[src/verilog/fssc_pkg.sv]
// Shared constants for the suspend-status and configuration register bank.
// Assumes an 8-bit register path reached by read-any and write-any commands.
package fssc_pkg;

  localparam int REG_DATA_W = 8;
  localparam int REG_ADDR_W = 24;

  // Command opcodes
  localparam logic [7:0] OP_READ_ANY  = 8'h65;
  localparam logic [7:0] OP_WRITE_ANY = 8'h71;

  // Register addresses on the any-register path
  localparam logic [REG_ADDR_W-1:0] ADDR_SUSPEND_STATE = 24'h00_0001;
  localparam logic [REG_ADDR_W-1:0] ADDR_PERSIST_CFG   = 24'h00_0002;
  localparam logic [REG_ADDR_W-1:0] ADDR_VOLATILE_CFG  = 24'h80_0002;

  // Suspend state register fields
  localparam int BIT_ERASE_OUTCOME = 2;
  localparam int BIT_ERASE_PAUSED  = 1;
  localparam int BIT_WRITE_PAUSED  = 0;

  // Configuration register fields
  localparam int BIT_PROT_ORIGIN = 5;
  localparam int BIT_PROT_VOLAT  = 3;
  localparam int BIT_SMALL_PLACE = 2;
  localparam int BIT_WIDE_IO     = 1;
  localparam int BIT_LOCK        = 0;

  // Field masks
  localparam logic [7:0] SUSPEND_DEF_MASK = 8'h07;
  localparam logic [7:0] PERSIST_OTP_MASK = 8'h2C;
  localparam logic [7:0] PERSIST_RW_MASK  = 8'h02;
  localparam logic [7:0] VOL_COPY_MASK    = 8'h2C;
  localparam logic [7:0] VOL_RW_MASK      = 8'h03;

  // Reset values and unmapped read data
  localparam logic [7:0] SUSPEND_RESET = 8'h00;
  localparam logic [7:0] PERSIST_RESET = 8'h00;
  localparam logic [1:0] VOL_RW_RESET  = 2'h0;
  localparam logic [7:0] RDATA_RESET   = 8'h00;
  localparam logic [7:0] UNMAPPED_READ = 8'h00;

  // Array geometry
  localparam int SECTOR_COUNT     = 512;
  localparam int SECTOR_W         = 9;
  localparam int ARRAY_ADDR_W     = 27;
  localparam int BOOT_RANGE_KB    = 256;
  localparam int BOOT_RANGE_BYTES = BOOT_RANGE_KB * 1024;
  localparam int BOOT_ADDR_W      = $clog2(BOOT_RANGE_BYTES);

  localparam logic [SECTOR_COUNT-1:0] ERASE_MAP_RESET = '1;

endpackage

[src/verilog/fssc_erase_map.sv]
// Per-sector erase completion map with registered read data.
// Assumes start and done strokes come from the erase engine on the same clock.
`timescale 1ns/1ns
`default_nettype none
module fssc_erase_map
(
  input  wire logic                          i_clk,
  input  wire logic                          i_rst_n,
  input  wire logic                          i_start,
  input  wire logic                          i_done,
  input  wire logic [fssc_pkg::SECTOR_W-1:0] i_wsector,
  input  wire logic                          i_rd,
  input  wire logic [fssc_pkg::SECTOR_W-1:0] i_rsector,
  output logic                               o_completed
);

  import fssc_pkg::*;

  typedef struct packed {
    logic [SECTOR_COUNT-1:0] done_map;
    logic                    rdata;
  } fssc_map_s;

  fssc_map_s s_reg;
  fssc_map_s s_next;

  always_comb
  begin
    s_next = s_reg;
    // Start clears the mark so an erase cut short reads as not completed
    if (i_start)
    begin
      s_next.done_map[i_wsector] = 1'b0;
    end
    else if (i_done)
    begin
      s_next.done_map[i_wsector] = 1'b1;
    end
    if (i_rd)
    begin
      s_next.rdata = s_reg.done_map[i_rsector];
    end
  end

  always_ff @(posedge i_clk or negedge i_rst_n)
  begin
    if (!i_rst_n)
    begin
      s_reg <= '{done_map: ERASE_MAP_RESET, rdata: 1'b0};
    end
    else
    begin
      s_reg <= s_next;
    end
  end

  assign o_completed = s_reg.rdata;

endmodule
`default_nettype wire

[src/verilog/fssc_regs.sv]
// Suspend/erase status register and configuration registers of the flash.
// Assumes the command decoder and erase engine run on I_CLK; no pin inputs.
`timescale 1ns/1ns
`default_nettype none
module fssc_regs
(
  input  wire logic                          I_CLK,
  input  wire logic                          I_RST_N,
  input  wire logic                          I_CMD_VALID,
  input  wire logic [7:0]                    I_CMD_OPCODE,
  input  wire logic [fssc_pkg::REG_ADDR_W-1:0] I_CMD_ADDR,
  input  wire logic [fssc_pkg::REG_DATA_W-1:0] I_CMD_WDATA,
  output logic      [fssc_pkg::REG_DATA_W-1:0] O_RDATA,
  output logic                               O_RDATA_VALID,
  input  wire logic                          I_ERASE_SUSPENDED,
  input  wire logic                          I_PROGRAM_SUSPENDED,
  input  wire logic                          I_ERASE_START,
  input  wire logic                          I_ERASE_DONE,
  input  wire logic [fssc_pkg::SECTOR_W-1:0] I_ERASE_SECTOR,
  input  wire logic                          I_ERASE_OUTCOME_BIT_QUERY,
  input  wire logic [fssc_pkg::SECTOR_W-1:0] I_ERASE_OUTCOME_BIT_SECTOR,
  input  wire logic                          I_UNIFORM_SECTORS,
  input  wire logic                          I_READ_PASSWORD_MODE,
  input  wire logic [fssc_pkg::ARRAY_ADDR_W-1:0] I_READ_ADDR,
  output logic                               O_PROTECT_FROM_LOW,
  output logic                               O_PROTECT_BITS_VOLATILE,
  output logic                               O_SMALL_SECTORS_HIGH,
  output logic                               O_QUAD_MODE,
  output logic                               O_PROTECT_FROZEN,
  output logic                               O_READ_ALLOWED
);

  import fssc_pkg::*;

  typedef struct packed {
    logic [7:0] suspend;
    logic [7:0] persist;
    logic [1:0] vol_rw;
    logic       loaded;
    logic       query_pending;
    logic [7:0] rdata;
    logic       rvalid;
  } fssc_state_s;

  fssc_state_s s_reg;
  fssc_state_s s_next;
  logic        erase_completed;
  logic        is_read;
  logic        is_write;
  logic        any_suspend;
  logic [7:0]  volatile_view;
  logic [ARRAY_ADDR_W-BOOT_ADDR_W-1:0] boot_region;

  fssc_erase_map u_erase_map (
    .i_clk       (I_CLK),
    .i_rst_n     (I_RST_N),
    .i_start     (I_ERASE_START),
    .i_done      (I_ERASE_DONE),
    .i_wsector   (I_ERASE_SECTOR),
    .i_rd        (I_ERASE_OUTCOME_BIT_QUERY),
    .i_rsector   (I_ERASE_OUTCOME_BIT_SECTOR),
    .o_completed (erase_completed)
  );

  assign is_read     = I_CMD_VALID && (I_CMD_OPCODE == OP_READ_ANY);
  assign is_write    = I_CMD_VALID && (I_CMD_OPCODE == OP_WRITE_ANY);
  assign any_suspend = I_ERASE_SUSPENDED || I_PROGRAM_SUSPENDED;
  // Volatile copies track persistent OTP bits directly
  assign volatile_view = (s_reg.persist & VOL_COPY_MASK)
                       | (8'(s_reg.vol_rw) & VOL_RW_MASK);

  always_comb
  begin
    s_next        = s_reg;
    s_next.rvalid = 1'b0;
    s_next.suspend[BIT_ERASE_PAUSED] = I_ERASE_SUSPENDED;
    s_next.suspend[BIT_WRITE_PAUSED] = I_PROGRAM_SUSPENDED;
    // Query during suspend is dropped; the bit keeps its old value
    s_next.query_pending = I_ERASE_OUTCOME_BIT_QUERY && !any_suspend;
    if (s_reg.query_pending)
    begin
      s_next.suspend[BIT_ERASE_OUTCOME] = erase_completed;
    end
    // Power-up defaults of the volatile bits, one cycle after reset
    if (!s_reg.loaded)
    begin
      s_next.loaded = 1'b1;
      s_next.vol_rw[BIT_WIDE_IO] = s_reg.persist[BIT_WIDE_IO];
      s_next.vol_rw[BIT_LOCK]    = s_reg.persist[BIT_LOCK];
    end
    else if (is_write)
    begin
      if (I_CMD_ADDR == ADDR_PERSIST_CFG)
      begin
        // OTP bits only ever set; zero writes leave them, no fault raised
        if (!s_reg.vol_rw[BIT_LOCK])
        begin
          s_next.persist = (s_reg.persist | (I_CMD_WDATA & PERSIST_OTP_MASK))
                           & PERSIST_OTP_MASK;
        end
        else
        begin
          s_next.persist = s_reg.persist & PERSIST_OTP_MASK;
        end
        s_next.persist[BIT_WIDE_IO] = I_CMD_WDATA[BIT_WIDE_IO];
      end
      else if (I_CMD_ADDR == ADDR_VOLATILE_CFG)
      begin
        s_next.vol_rw[BIT_WIDE_IO] = I_CMD_WDATA[BIT_WIDE_IO];
        // Lock is set-only; cleared by reset alone
        s_next.vol_rw[BIT_LOCK] = s_reg.vol_rw[BIT_LOCK] | I_CMD_WDATA[BIT_LOCK];
      end
    end
    if (is_read)
    begin
      s_next.rvalid = 1'b1;
      if (I_CMD_ADDR == ADDR_SUSPEND_STATE)
      begin
        s_next.rdata = s_reg.suspend & SUSPEND_DEF_MASK;
      end
      else if (I_CMD_ADDR == ADDR_PERSIST_CFG)
      begin
        s_next.rdata = s_reg.persist & (PERSIST_OTP_MASK | PERSIST_RW_MASK);
      end
      else if (I_CMD_ADDR == ADDR_VOLATILE_CFG)
      begin
        s_next.rdata = volatile_view;
      end
      else
      begin
        s_next.rdata = UNMAPPED_READ;
      end
    end
  end

  always_ff @(posedge I_CLK or negedge I_RST_N)
  begin
    if (!I_RST_N)
    begin
      s_reg <= '{suspend: SUSPEND_RESET, persist: PERSIST_RESET, vol_rw: VOL_RW_RESET,
                 loaded: 1'b0, query_pending: 1'b0, rdata: RDATA_RESET, rvalid: 1'b0};
    end
    else
    begin
      s_reg <= s_next;
    end
  end

  assign O_RDATA                 = s_reg.rdata;
  assign O_RDATA_VALID           = s_reg.rvalid;
  assign O_PROTECT_FROM_LOW      = s_reg.persist[BIT_PROT_ORIGIN];
  assign O_PROTECT_BITS_VOLATILE = s_reg.persist[BIT_PROT_VOLAT];
  assign O_SMALL_SECTORS_HIGH    = s_reg.persist[BIT_SMALL_PLACE] && !I_UNIFORM_SECTORS;
  assign O_QUAD_MODE             = s_reg.vol_rw[BIT_WIDE_IO];
  assign O_PROTECT_FROZEN        = s_reg.vol_rw[BIT_LOCK];

  // Origin 0 leaves the lowest range readable, origin 1 the highest
  assign boot_region = I_READ_ADDR[ARRAY_ADDR_W-1:BOOT_ADDR_W];
  assign O_READ_ALLOWED = !I_READ_PASSWORD_MODE
                        || (s_reg.persist[BIT_PROT_ORIGIN] ? (&boot_region)
                                                           : !(|boot_region));

  property p_erase_paused;
    @(posedge I_CLK) disable iff (!I_RST_N)
    I_ERASE_SUSPENDED |=> s_reg.suspend[BIT_ERASE_PAUSED];
  endproperty
  a_erase_paused: assert property (p_erase_paused) else $error("erase paused flag lags");

  property p_write_paused;
    @(posedge I_CLK) disable iff (!I_RST_N)
    !I_PROGRAM_SUSPENDED |=> !s_reg.suspend[BIT_WRITE_PAUSED];
  endproperty
  a_write_paused: assert property (p_write_paused) else $error("write paused flag stuck");

  property p_origin_sticky;
    @(posedge I_CLK) disable iff (!I_RST_N)
    s_reg.persist[BIT_PROT_ORIGIN] |=> O_PROTECT_FROM_LOW;
  endproperty
  a_origin_sticky: assert property (p_origin_sticky) else $error("origin bit cleared");

  property p_lock_sticky;
    @(posedge I_CLK) disable iff (!I_RST_N)
    O_PROTECT_FROZEN |=> O_PROTECT_FROZEN && $stable(O_PROTECT_FROM_LOW)
                         && $stable(O_PROTECT_BITS_VOLATILE);
  endproperty
  a_lock_sticky: assert property (p_lock_sticky) else $error("lock or OTP changed");

  property p_read_answer;
    @(posedge I_CLK) disable iff (!I_RST_N)
    is_read |=> O_RDATA_VALID ##1 !O_RDATA_VALID || $past(is_read);
  endproperty
  a_read_answer: assert property (p_read_answer) else $error("read answer missing");

  property p_suspend_reserved;
    @(posedge I_CLK) disable iff (!I_RST_N)
    (is_read && I_CMD_ADDR == ADDR_SUSPEND_STATE) |=> (O_RDATA[7:3] == 5'h00);
  endproperty
  a_suspend_reserved: assert property (p_suspend_reserved) else $error("reserved bits set");

  property p_volatile_copy;
    @(posedge I_CLK) disable iff (!I_RST_N)
    (is_read && I_CMD_ADDR == ADDR_VOLATILE_CFG) |=>
      ((O_RDATA & VOL_COPY_MASK) == ($past(s_reg.persist) & VOL_COPY_MASK));
  endproperty
  a_volatile_copy: assert property (p_volatile_copy) else $error("volatile copy mismatch");

  property p_quad_default;
    @(posedge I_CLK) disable iff (!I_RST_N)
    $rose(s_reg.loaded) |-> (O_QUAD_MODE == s_reg.persist[BIT_WIDE_IO]);
  endproperty
  a_quad_default: assert property (p_quad_default) else $error("wide-io default wrong");

  property p_outcome_from_map;
    @(posedge I_CLK) disable iff (!I_RST_N)
    (I_ERASE_OUTCOME_BIT_QUERY && !any_suspend) |=> ##1
      (s_reg.suspend[BIT_ERASE_OUTCOME] == $past(erase_completed));
  endproperty
  a_outcome_from_map: assert property (p_outcome_from_map) else $error("outcome bit wrong");

  property p_boot_window;
    @(posedge I_CLK) disable iff (!I_RST_N)
    (I_READ_PASSWORD_MODE && !O_PROTECT_FROM_LOW && (|boot_region)) |-> !O_READ_ALLOWED;
  endproperty
  a_boot_window: assert property (p_boot_window) else $error("read outside boot range");

endmodule
`default_nettype wire
[config.mk]
export PLATFORM = sky130hd
export DESIGN_NAME = fssc_regs
export DESIGN_NICKNAME = d
export VERILOG_FILES = /design/src/verilog/fssc_pkg.sv /design/src/verilog/fssc_erase_map.sv /design/src/verilog/fssc_regs.sv
export SDC_FILE = /design/constraint.sdc
export NUM_CORES = 1
export LEC_CHECK = 0
export BUFFER_PORTS_ARGS = -buffer_cell sky130_fd_sc_hd__buf_2
export CORE_ASPECT_RATIO = 0.7
export CORE_MARGIN = 10
export CORE_UTILIZATION = 35
export CTS_BUF_LIST = sky130_fd_sc_hd__clkbuf_16
export CTS_CLUSTER_DIAMETER = 30
export DETAILED_ROUTE_END_ITERATION = 7
export MAX_ROUTING_LAYER = met4
export PLACE_DENSITY = 0.53
export SETUP_SLACK_MARGIN = 0.4
export SLEW_MARGIN = 20
export SYNTH_ARGS = -nofsm -noshare
export SYNTH_HDL_FRONTEND = slang
export SYNTH_SLANG_ARGS = --single-unit
[constraint.sdc]
create_clock -name I_CLK -period 2.35 [get_ports I_CLK]
set_input_delay 0.1175 -clock I_CLK [delete_from_list [all_inputs] [get_ports I_CLK]]
set_output_delay 0.1175 -clock I_CLK [all_outputs]
set_load 0.03 [all_outputs]
==> flow_metrics.env, run 1 <==
export IMPL_status="completed"
export IMPL_power_density_nw_per_um2=833
export IMPL_timing_clock_skew_ns=0.0203
export IMPL_dpl_hpwl_mm=50.9
export IMPL_track_usage_pct=19.4
export IMPL_combinationalPowerShare_pct=7.7
export IMPL_synthToLayoutAreaGrowth_pct=22.3
export IMPL_critical_path_peak_fanout=2
export IMPL_timing_setup_critical_path_class="reg2reg"
export IMPL_drt_iter0_drc=2008
export IMPL_grt_overflow_total=0
export IMPL_worst_endpoint_arrival_ns=2.74
export IMPL_finalNonFillerCells=3504
export IMPL_num_nets_final=2514
export IMPL_setup_viol=0
export IMPL_fp_dieArea_um2=87900
export IMPL_min_period_over_period_pct=94.2
export IMPL_final_max_slew_violation_count=0
export IMPL_drt_vias_per_instance=5.88
export IMPL_seq_area_frac_synth_pct=52.1
export IMPL_clk_lat_worst_skew_ns=0.66
export IMPL_postSynthAreaPerCell_um2=11.4
export IMPL_final_design_area_no_fill_um2=32600
export IMPL_first_global_vias=20000
export IMPL_critical_path_slowest_cell="sky130_fd_sc_hd__mux4_2"
export IMPL_postSynth_asyncResetShare_pct=100
export IMPL_netlist_top_cell_by_area="sky130_fd_sc_hd__dfstp_2"
export IMPL_p_int_mw=20.6
export IMPL_floorplan_initialDensity_pct=35.4
export IMPL_timing_critical_path_mode_cell="sky130_fd_sc_hd__a211oi_1"
export IMPL_power_frac_seq_pct=36.6
export IMPL_cts_clk_slew_worst_paths_ns=0.05
export IMPL_power_static_leakage_nw=11.6
export IMPL_boundaryPins=110
export IMPL_drt_drc_violations_left=0
export IMPL_report_final_hold_viol_count=0
export IMPL_setup_worst_path_end_class="flip-flop"
export IMPL_synthesis_yosys_warnings=0
export IMPL_final_layout_size_suffix_gt1_share_pct=43.1
export IMPL_startpoint_type_of_the_worst_setup_path="flip-flop"
export IMPL_ys_top_cells_by_count="sky130_fd_sc_hd__o21ai_0, sky130_fd_sc_hd__o31ai_1, sky130_fd_sc_hd__dfstp_2"
export IMPL_dpl_instance_area_um2=28800
export IMPL_die_h_um=251
export IMPL_cts_htree_levels=3
export IMPL_largest_cells_by_area_after_synthesis="sky130_fd_sc_hd__dfstp_2, sky130_fd_sc_hd__o31ai_1, sky130_fd_sc_hd__o21ai_0"
export IMPL_worst_pin_slew_ns=1.12
export IMPL_grt_setup_unrepaired="true"
export IMPL_max_freq_mhz=452
export IMPL_holdCritPathClass="in2reg"
export IMPL_cts_buffers=109
export IMPL_clk_path_buf_depth=3
export IMPL_routedWlPerCell_um=24.1
export IMPL_timing_slew_headroom_pct=25.6
export IMPL_register_bit_count_reported_by_yosys=530
export IMPL_place_gp_congestion=0.836
export IMPL_synth_most_common_cell="sky130_fd_sc_hd__o21ai_0"
export IMPL_dr_total_vias=20600
export IMPL_crit_required_ns=2.88
export IMPL_final_period_minus_worst_setup_slack_ns=2.21
export IMPL_core_region_area_um2=75400
export IMPL_drt_pass1_iterations=5
export IMPL_power_switching_fraction_pct=24.3
export IMPL_finalSetupTns_ns=0
export IMPL_cp_num_buf_inv=1
export IMPL_hold_slack_ns=0.0442
export IMPL_grt_start_max_net_pins=205
export IMPL_total_switching_power_mw=6.62
export IMPL_ys_dominant_reg_cell="sky130_fd_sc_hd__dfstp_2"
export IMPL_totalWireLength_mm=84.5
export IMPL_cts_tree="yes"
export IMPL_io_buffers=85
export IMPL_post_synth_inst_count=2341
export IMPL_grt_first_pass_wirelength_mm=128
export IMPL_power_share_clock_pct=55.7
export IMPL_family_of_cells_with_the_greatest_summed_delay_on_the_critical_path="multiplexers"
export IMPL_netlist_area_leader_share_pct=50.4
export IMPL_std_cell_rows=84
export IMPL_yosys_cell_types=62
export IMPL_post_cts_setup_buffers=0
export IMPL_worst_path_largest_cell_delay_ns=0.55
export IMPL_antenna_found_initial=2
export IMPL_post_synth_instance_area_um2=26700
export IMPL_vdd_drop_max_mv=0.517
export IMPL_clockRootBuffer="sky130_fd_sc_hd__clkbuf_16"
export IMPL_number_of_enable_type_register_cells_in_the_synthesized_netlist=0
export IMPL_worstPathCellList="mux4_1, mux4_2, nor3_2, a211oi_1, buf_4, nor4b_4, a211oi_1"
export IMPL_dp_cells=3280
export IMPL_timing_max_cap_violations=0
export IMPL_antenna_left=0
export IMPL_clkSinkCount=530
export IMPL_die_width_um=350
==> power groups by stage <==
stage          Sequential [mW]  Combinational [mW]  Clock [mW]
4_1_cts                   9.96                2.09        15.4
3_3_place_gp              10.1                2.01           0
3_5_place_dp              10.1                2.06           0
6_report                  9.97                2.09        15.1
2_1_floorplan             10.0                1.20           0
5_1_grt                   10.0                2.27        15.9
==> layer usage <==
layer / GRT usage, % / wire (um) / vias to the layer above
met3: 4.30 / 6000 / 113
met4: 4.26 / 1460 / 0
li1: - / - / 9337
met2: 26.4 / 35700 / 699
met5: - / 0 / -
met1: 28.8 / 41300 / 10400
==> logic make-up (layout without fill, tap and decap cells) <==
kind of cell           Yosys count  in the layout  synth area share (%)
AND/OR/NAND/NOR                204            204                  3.99
multiplexers                   162            162                  11.7
buffers and inverters          321            492                  5.61
AO/OA/AOI/OAI                 1122           1122                  26.6
other                            2              5                0.0281
flip-flops                     530            530                  52.1
==> stage by stage <==
stage / worst slack, ns / power, mW / utilization (%)
global placement: -0.240 / 12.1 / 38.2
CTS: 0.153 / 27.5 / 43.2
finish: 0.136 / 27.2 / 43.3
global route: 0.0916 / 28.2 / 43.3
detailed placement: -0.249 / 12.1 / 38.2
floorplan: 0.381 / 11.2 / -
==> timing repair <==
action | CTS | global route
endpoints found under the hold margin | 77 | 0
pin swaps | 3 | 6
endpoints found under the setup margin | 1 | 3
resized for setup | 6 | 12
hold buffers | 17 | 0
==> path summary, 6_finish.rpt <==
kind                                         start                    endpoint  slack, ns  cells after the start
max                                      flip-flop     u_erase_map.o_completed       0.14                      7
min                              I_ERASE_SECTOR[1]                   flip-flop       0.04                      3
max reg2reg                              flip-flop     u_erase_map.o_completed       0.14                      7
min reg2reg                O_PROTECT_BITS_VOLATILE     O_PROTECT_BITS_VOLATILE       0.48                      1
max in group asynchronous                  I_RST_N  asynchronous set/reset pin       1.39                      3
min in group asynchronous                  I_RST_N  asynchronous set/reset pin       0.28                      2
==> cell usage in the layout (no fill, tap or decap), drive strengths merged, types with 9 or more instances in the layout <==
cell,count
o21ai,520
o31ai,513
dfstp,512
buf,263
mux4,113
clkbuf,111
nand2,70
clkinv,52
mux2i,44
inv,26
nor2,21
o22ai,21
nand3,21
dfrtp,18
dlygate4sd3,17
a21oi,16
nor2b,15
bufinv,14
a22oi,14
nor3,12
nand4,9
clkinvlp,9
==> worst reg2reg max path, delay by kind of cell (launching register included) <==
kind	cells	cell delay (ns)
AOI/OAI and AO/OA	2	0.15
DFF	1	0.36
and+or+nand+nor	2	0.35
buffers and inverters	1	0.16
muxes	2	1.06
==> cell type report <==
cell class,instances,area (um^2)
well taps,989,1240
clock buffers,111,2780
inverters,6,22.5
flip-flops and latches,530,13900
repair buffers,280,2400
clock inverters,95,842
multi-input cells,1492,11500
fillers,6943,42700
diodes,1,2.50
Note: power is estimated with default switching activity, not from simulation.
==> run 2: changes to the inputs <==
Settings changed: CORE_MARGIN 10 to 3, PLACE_DENSITY 0.53 to default.
==> run 2 against run 1 <==
Effect of this change: sequential share of layout area is essentially flat; wire length shrank 4.2%; hold slack gained 0.0059 ns; critical path type unchanged.
==> flow_metrics.env, run 2 (same netlist as run 1, synthesis figures left out) <==
export IMPL_status="completed"
export IMPL_antenna_left=0
export IMPL_power_share_clock_pct=56.4
export IMPL_routedWlPerCell_um=23.1
export IMPL_clkSinkCount=530
export IMPL_place_gp_congestion=0.840
export IMPL_fp_dieArea_um2=79700
export IMPL_worst_hold_startpoint="I_CMD_ADDR[0]"
export IMPL_post_cts_setup_buffers=0
export IMPL_timing_max_cap_violations=0
export IMPL_p_int_mw=20.9
export IMPL_worst_path_largest_cell_delay_ns=0.49
export IMPL_first_global_vias=20400
export IMPL_final_max_slew_violation_count=0
export IMPL_combinationalPowerShare_pct=7.5
export IMPL_crit_required_ns=2.87
export IMPL_power_static_leakage_nw=11.6
export IMPL_floorplan_initialDensity_pct=35.4
export IMPL_dpl_instance_area_um2=28700
export IMPL_setup_viol=0
export IMPL_critical_path_peak_fanout=2
export IMPL_drt_vias_per_instance=5.92
export IMPL_clockRootBuffer="sky130_fd_sc_hd__clkbuf_16"
export IMPL_cts_htree_levels=3
export IMPL_grt_first_pass_wirelength_mm=126
export IMPL_num_nets_final=2509
export IMPL_grt_start_max_net_pins=219
export IMPL_final_layout_size_suffix_gt1_share_pct=43.2
export IMPL_timing_slew_headroom_pct=29.1
export IMPL_critical_path_slowest_cell="sky130_fd_sc_hd__mux4_2"
export IMPL_timing_setup_critical_path_class="reg2reg"
export IMPL_drt_pass1_iterations=6
export IMPL_total_switching_power_mw=6.65
export IMPL_worst_endpoint_arrival_ns=2.84
export IMPL_final_period_minus_worst_setup_slack_ns=2.32
export IMPL_finish_utilization_pct=43.3
export IMPL_worstReg2RegEnd="u_erase_map.o_completed"
export IMPL_final_design_area_no_fill_um2=32600
export IMPL_drt_iter0_drc=2221
export IMPL_vdd_drop_max_mv=0.522
export IMPL_worstHoldEndpoint="O_RDATA[5]"
export IMPL_cp_num_buf_inv=0
export IMPL_boundaryPins=110
export IMPL_power_frac_seq_pct=36.2
export IMPL_std_cell_rows=84
export IMPL_finalSetupTns_ns=0
export IMPL_clk_path_buf_depth=3
export IMPL_die_h_um=237
export IMPL_cts_clk_slew_worst_paths_ns=0.05
export IMPL_worst_pin_slew_ns=1.06
export IMPL_clk_lat_worst_skew_ns=0.65
export IMPL_multi_input_comb_area_um2=11400
export IMPL_mostFrequentLayoutCells="sky130_fd_sc_hd__o21ai_0, sky130_fd_sc_hd__o31ai_1, sky130_fd_sc_hd__dfstp_2, sky130_fd_sc_hd__buf_4, sky130_fd_sc_hd__clkbuf_16"
export IMPL_grt_setup_unrepaired="true"
export IMPL_hold_path_cell_count=5
export IMPL_family_of_cells_with_the_greatest_summed_delay_on_the_critical_path="multiplexers"
export IMPL_track_usage_pct=20.8
export IMPL_worstPathCellList="mux4_2, mux2i_1, nand2_1, a21oi_1, nand4_1, o211ai_1, a211oi_2"
export IMPL_grt_overflow_total=0
export IMPL_synthToLayoutAreaGrowth_pct=22.1
export IMPL_power_density_nw_per_um2=845
export IMPL_setup_worst_path_end_class="flip-flop"
export IMPL_cts_tree="yes"
export IMPL_holdCritPathClass="in2reg"
export IMPL_io_buffers=85
export IMPL_rr_worst_depth=7
export IMPL_die_width_um=336
export IMPL_antenna_found_initial=3
export IMPL_layout_cells_most_common="sky130_fd_sc_hd__o21ai_0"
export IMPL_dr_total_vias=20700
export IMPL_startpoint_type_of_the_worst_setup_path="flip-flop"
export IMPL_internal_reg_to_reg_setup_slack_ns=0.03
export IMPL_fill_cells=6868
export IMPL_totalWireLength_mm=80.9
export IMPL_power_switching_fraction_pct=24.1
export IMPL_max_freq_mhz=431
export IMPL_drt_drc_violations_left=0
export IMPL_cts_buffers=105
export IMPL_report_final_hold_viol_count=0
export IMPL_min_period_over_period_pct=98.6
export IMPL_register_area_um2=13900
export IMPL_dpl_hpwl_mm=48.7
export IMPL_timing_clock_skew_ns=0.0180
export IMPL_core_region_area_um2=75400
## run 2: cell count changes in the layout (fill, tap and decap cells not counted), moves of 2 or more
cell / before / now
sky130_fd_sc_hd__inv_1: 19 / 12
sky130_fd_sc_hd__diode_2: 1 / 3
sky130_fd_sc_hd__buf_12: 35 / 26
sky130_fd_sc_hd__bufinv_16: 14 / 19
sky130_fd_sc_hd__clkinv_4: 3 / 9
sky130_fd_sc_hd__clkbuf_16: 111 / 107
sky130_fd_sc_hd__clkinv_1: 22 / 14
sky130_fd_sc_hd__nor4_2: 4 / 1
sky130_fd_sc_hd__clkinv_8: 0 / 2
sky130_fd_sc_hd__clkinv_2: 27 / 22
sky130_fd_sc_hd__buf_4: 145 / 152
sky130_fd_sc_hd__nor4_1: 4 / 7
## run 2: worst register-to-register path, delay by kind of cell (launching register included)
family,cells,cell delay [ns]
mux,2,0.80
compound gates,3,0.70
flops,1,0.36
simple gates,2,0.33
## run 2: power by group through the flow
| stage | Clock [mW] | Sequential [mW] | Combinational [mW] |
|---|---|---|---|
| global placement | 0 | 10.0 | 1.96 |
| floorplan | 0 | 10.0 | 1.20 |
| finish | 15.5 | 9.97 | 2.06 |
| CTS | 15.8 | 9.96 | 2.04 |
| global route | 16.3 | 10.0 | 2.24 |
| detailed placement | 0 | 10.1 | 2.01 |
## run 2: worst max-delay path by stage
| stage | to | slack [ns] | cells after the start |
|---|---|---|---|
| floorplan | u_erase_map.o_completed | 0.38 | 8 |
| global placement | u_erase_map.o_completed | -0.36 | 11 |
| detailed placement | u_erase_map.o_completed | -0.33 | 10 |
| CTS | u_erase_map.o_completed | -0.001 | 8 |
| global route | u_erase_map.o_completed | -0.03 | 8 |
| finish | u_erase_map.o_completed | 0.03 | 7 |
## run 2: area by class of cell
type	count	share of cell area, %
Sequential cell	530	42.6
Antenna cell	3	0.0230
Multi-Input combinational cell	1492	35.0
Timing Repair Buffer	279	7.07
Clock buffer	107	8.21
Inverter	6	0.0691
Tap cell	989	3.80
Clock inverter	91	3.17
## run 2: timing repair
item,in CTS,in global routing
pin swaps,2,1
endpoints found under the setup margin,1,2
hold buffers,17,0
resized for setup,5,6
hold endpoints to repair,78,0
## run 2: per-stage QoR
step | std cells | power [mW] | setup WS (ns) | hold slack, ns
after floorplan | 2343 | 11.2 | 0.381 | -0.178
after global placement | 3278 | 12.0 | -0.356 | 0.243
after detailed placement | 3278 | 12.1 | -0.335 | 0.244
after CTS | 3493 | 27.8 | -0.00108 | 0.00504
after global routing | 3497 | 28.5 | -0.0277 | 0.0664
final | 3497 | 27.6 | 0.0323 | 0.0500
## run 2: layer usage
metal  vias to the layer above  part of all wire, %  track usage, %  wire length, um
met5                         -                    0               -                0
met4                         0                  1.8            5.01             1440
met3                       129                  8.1            4.84             6560
met2                       772                   43            28.8            34700
met1                     10500                   47            30.6            38300
li1                       9306                    -               -                -
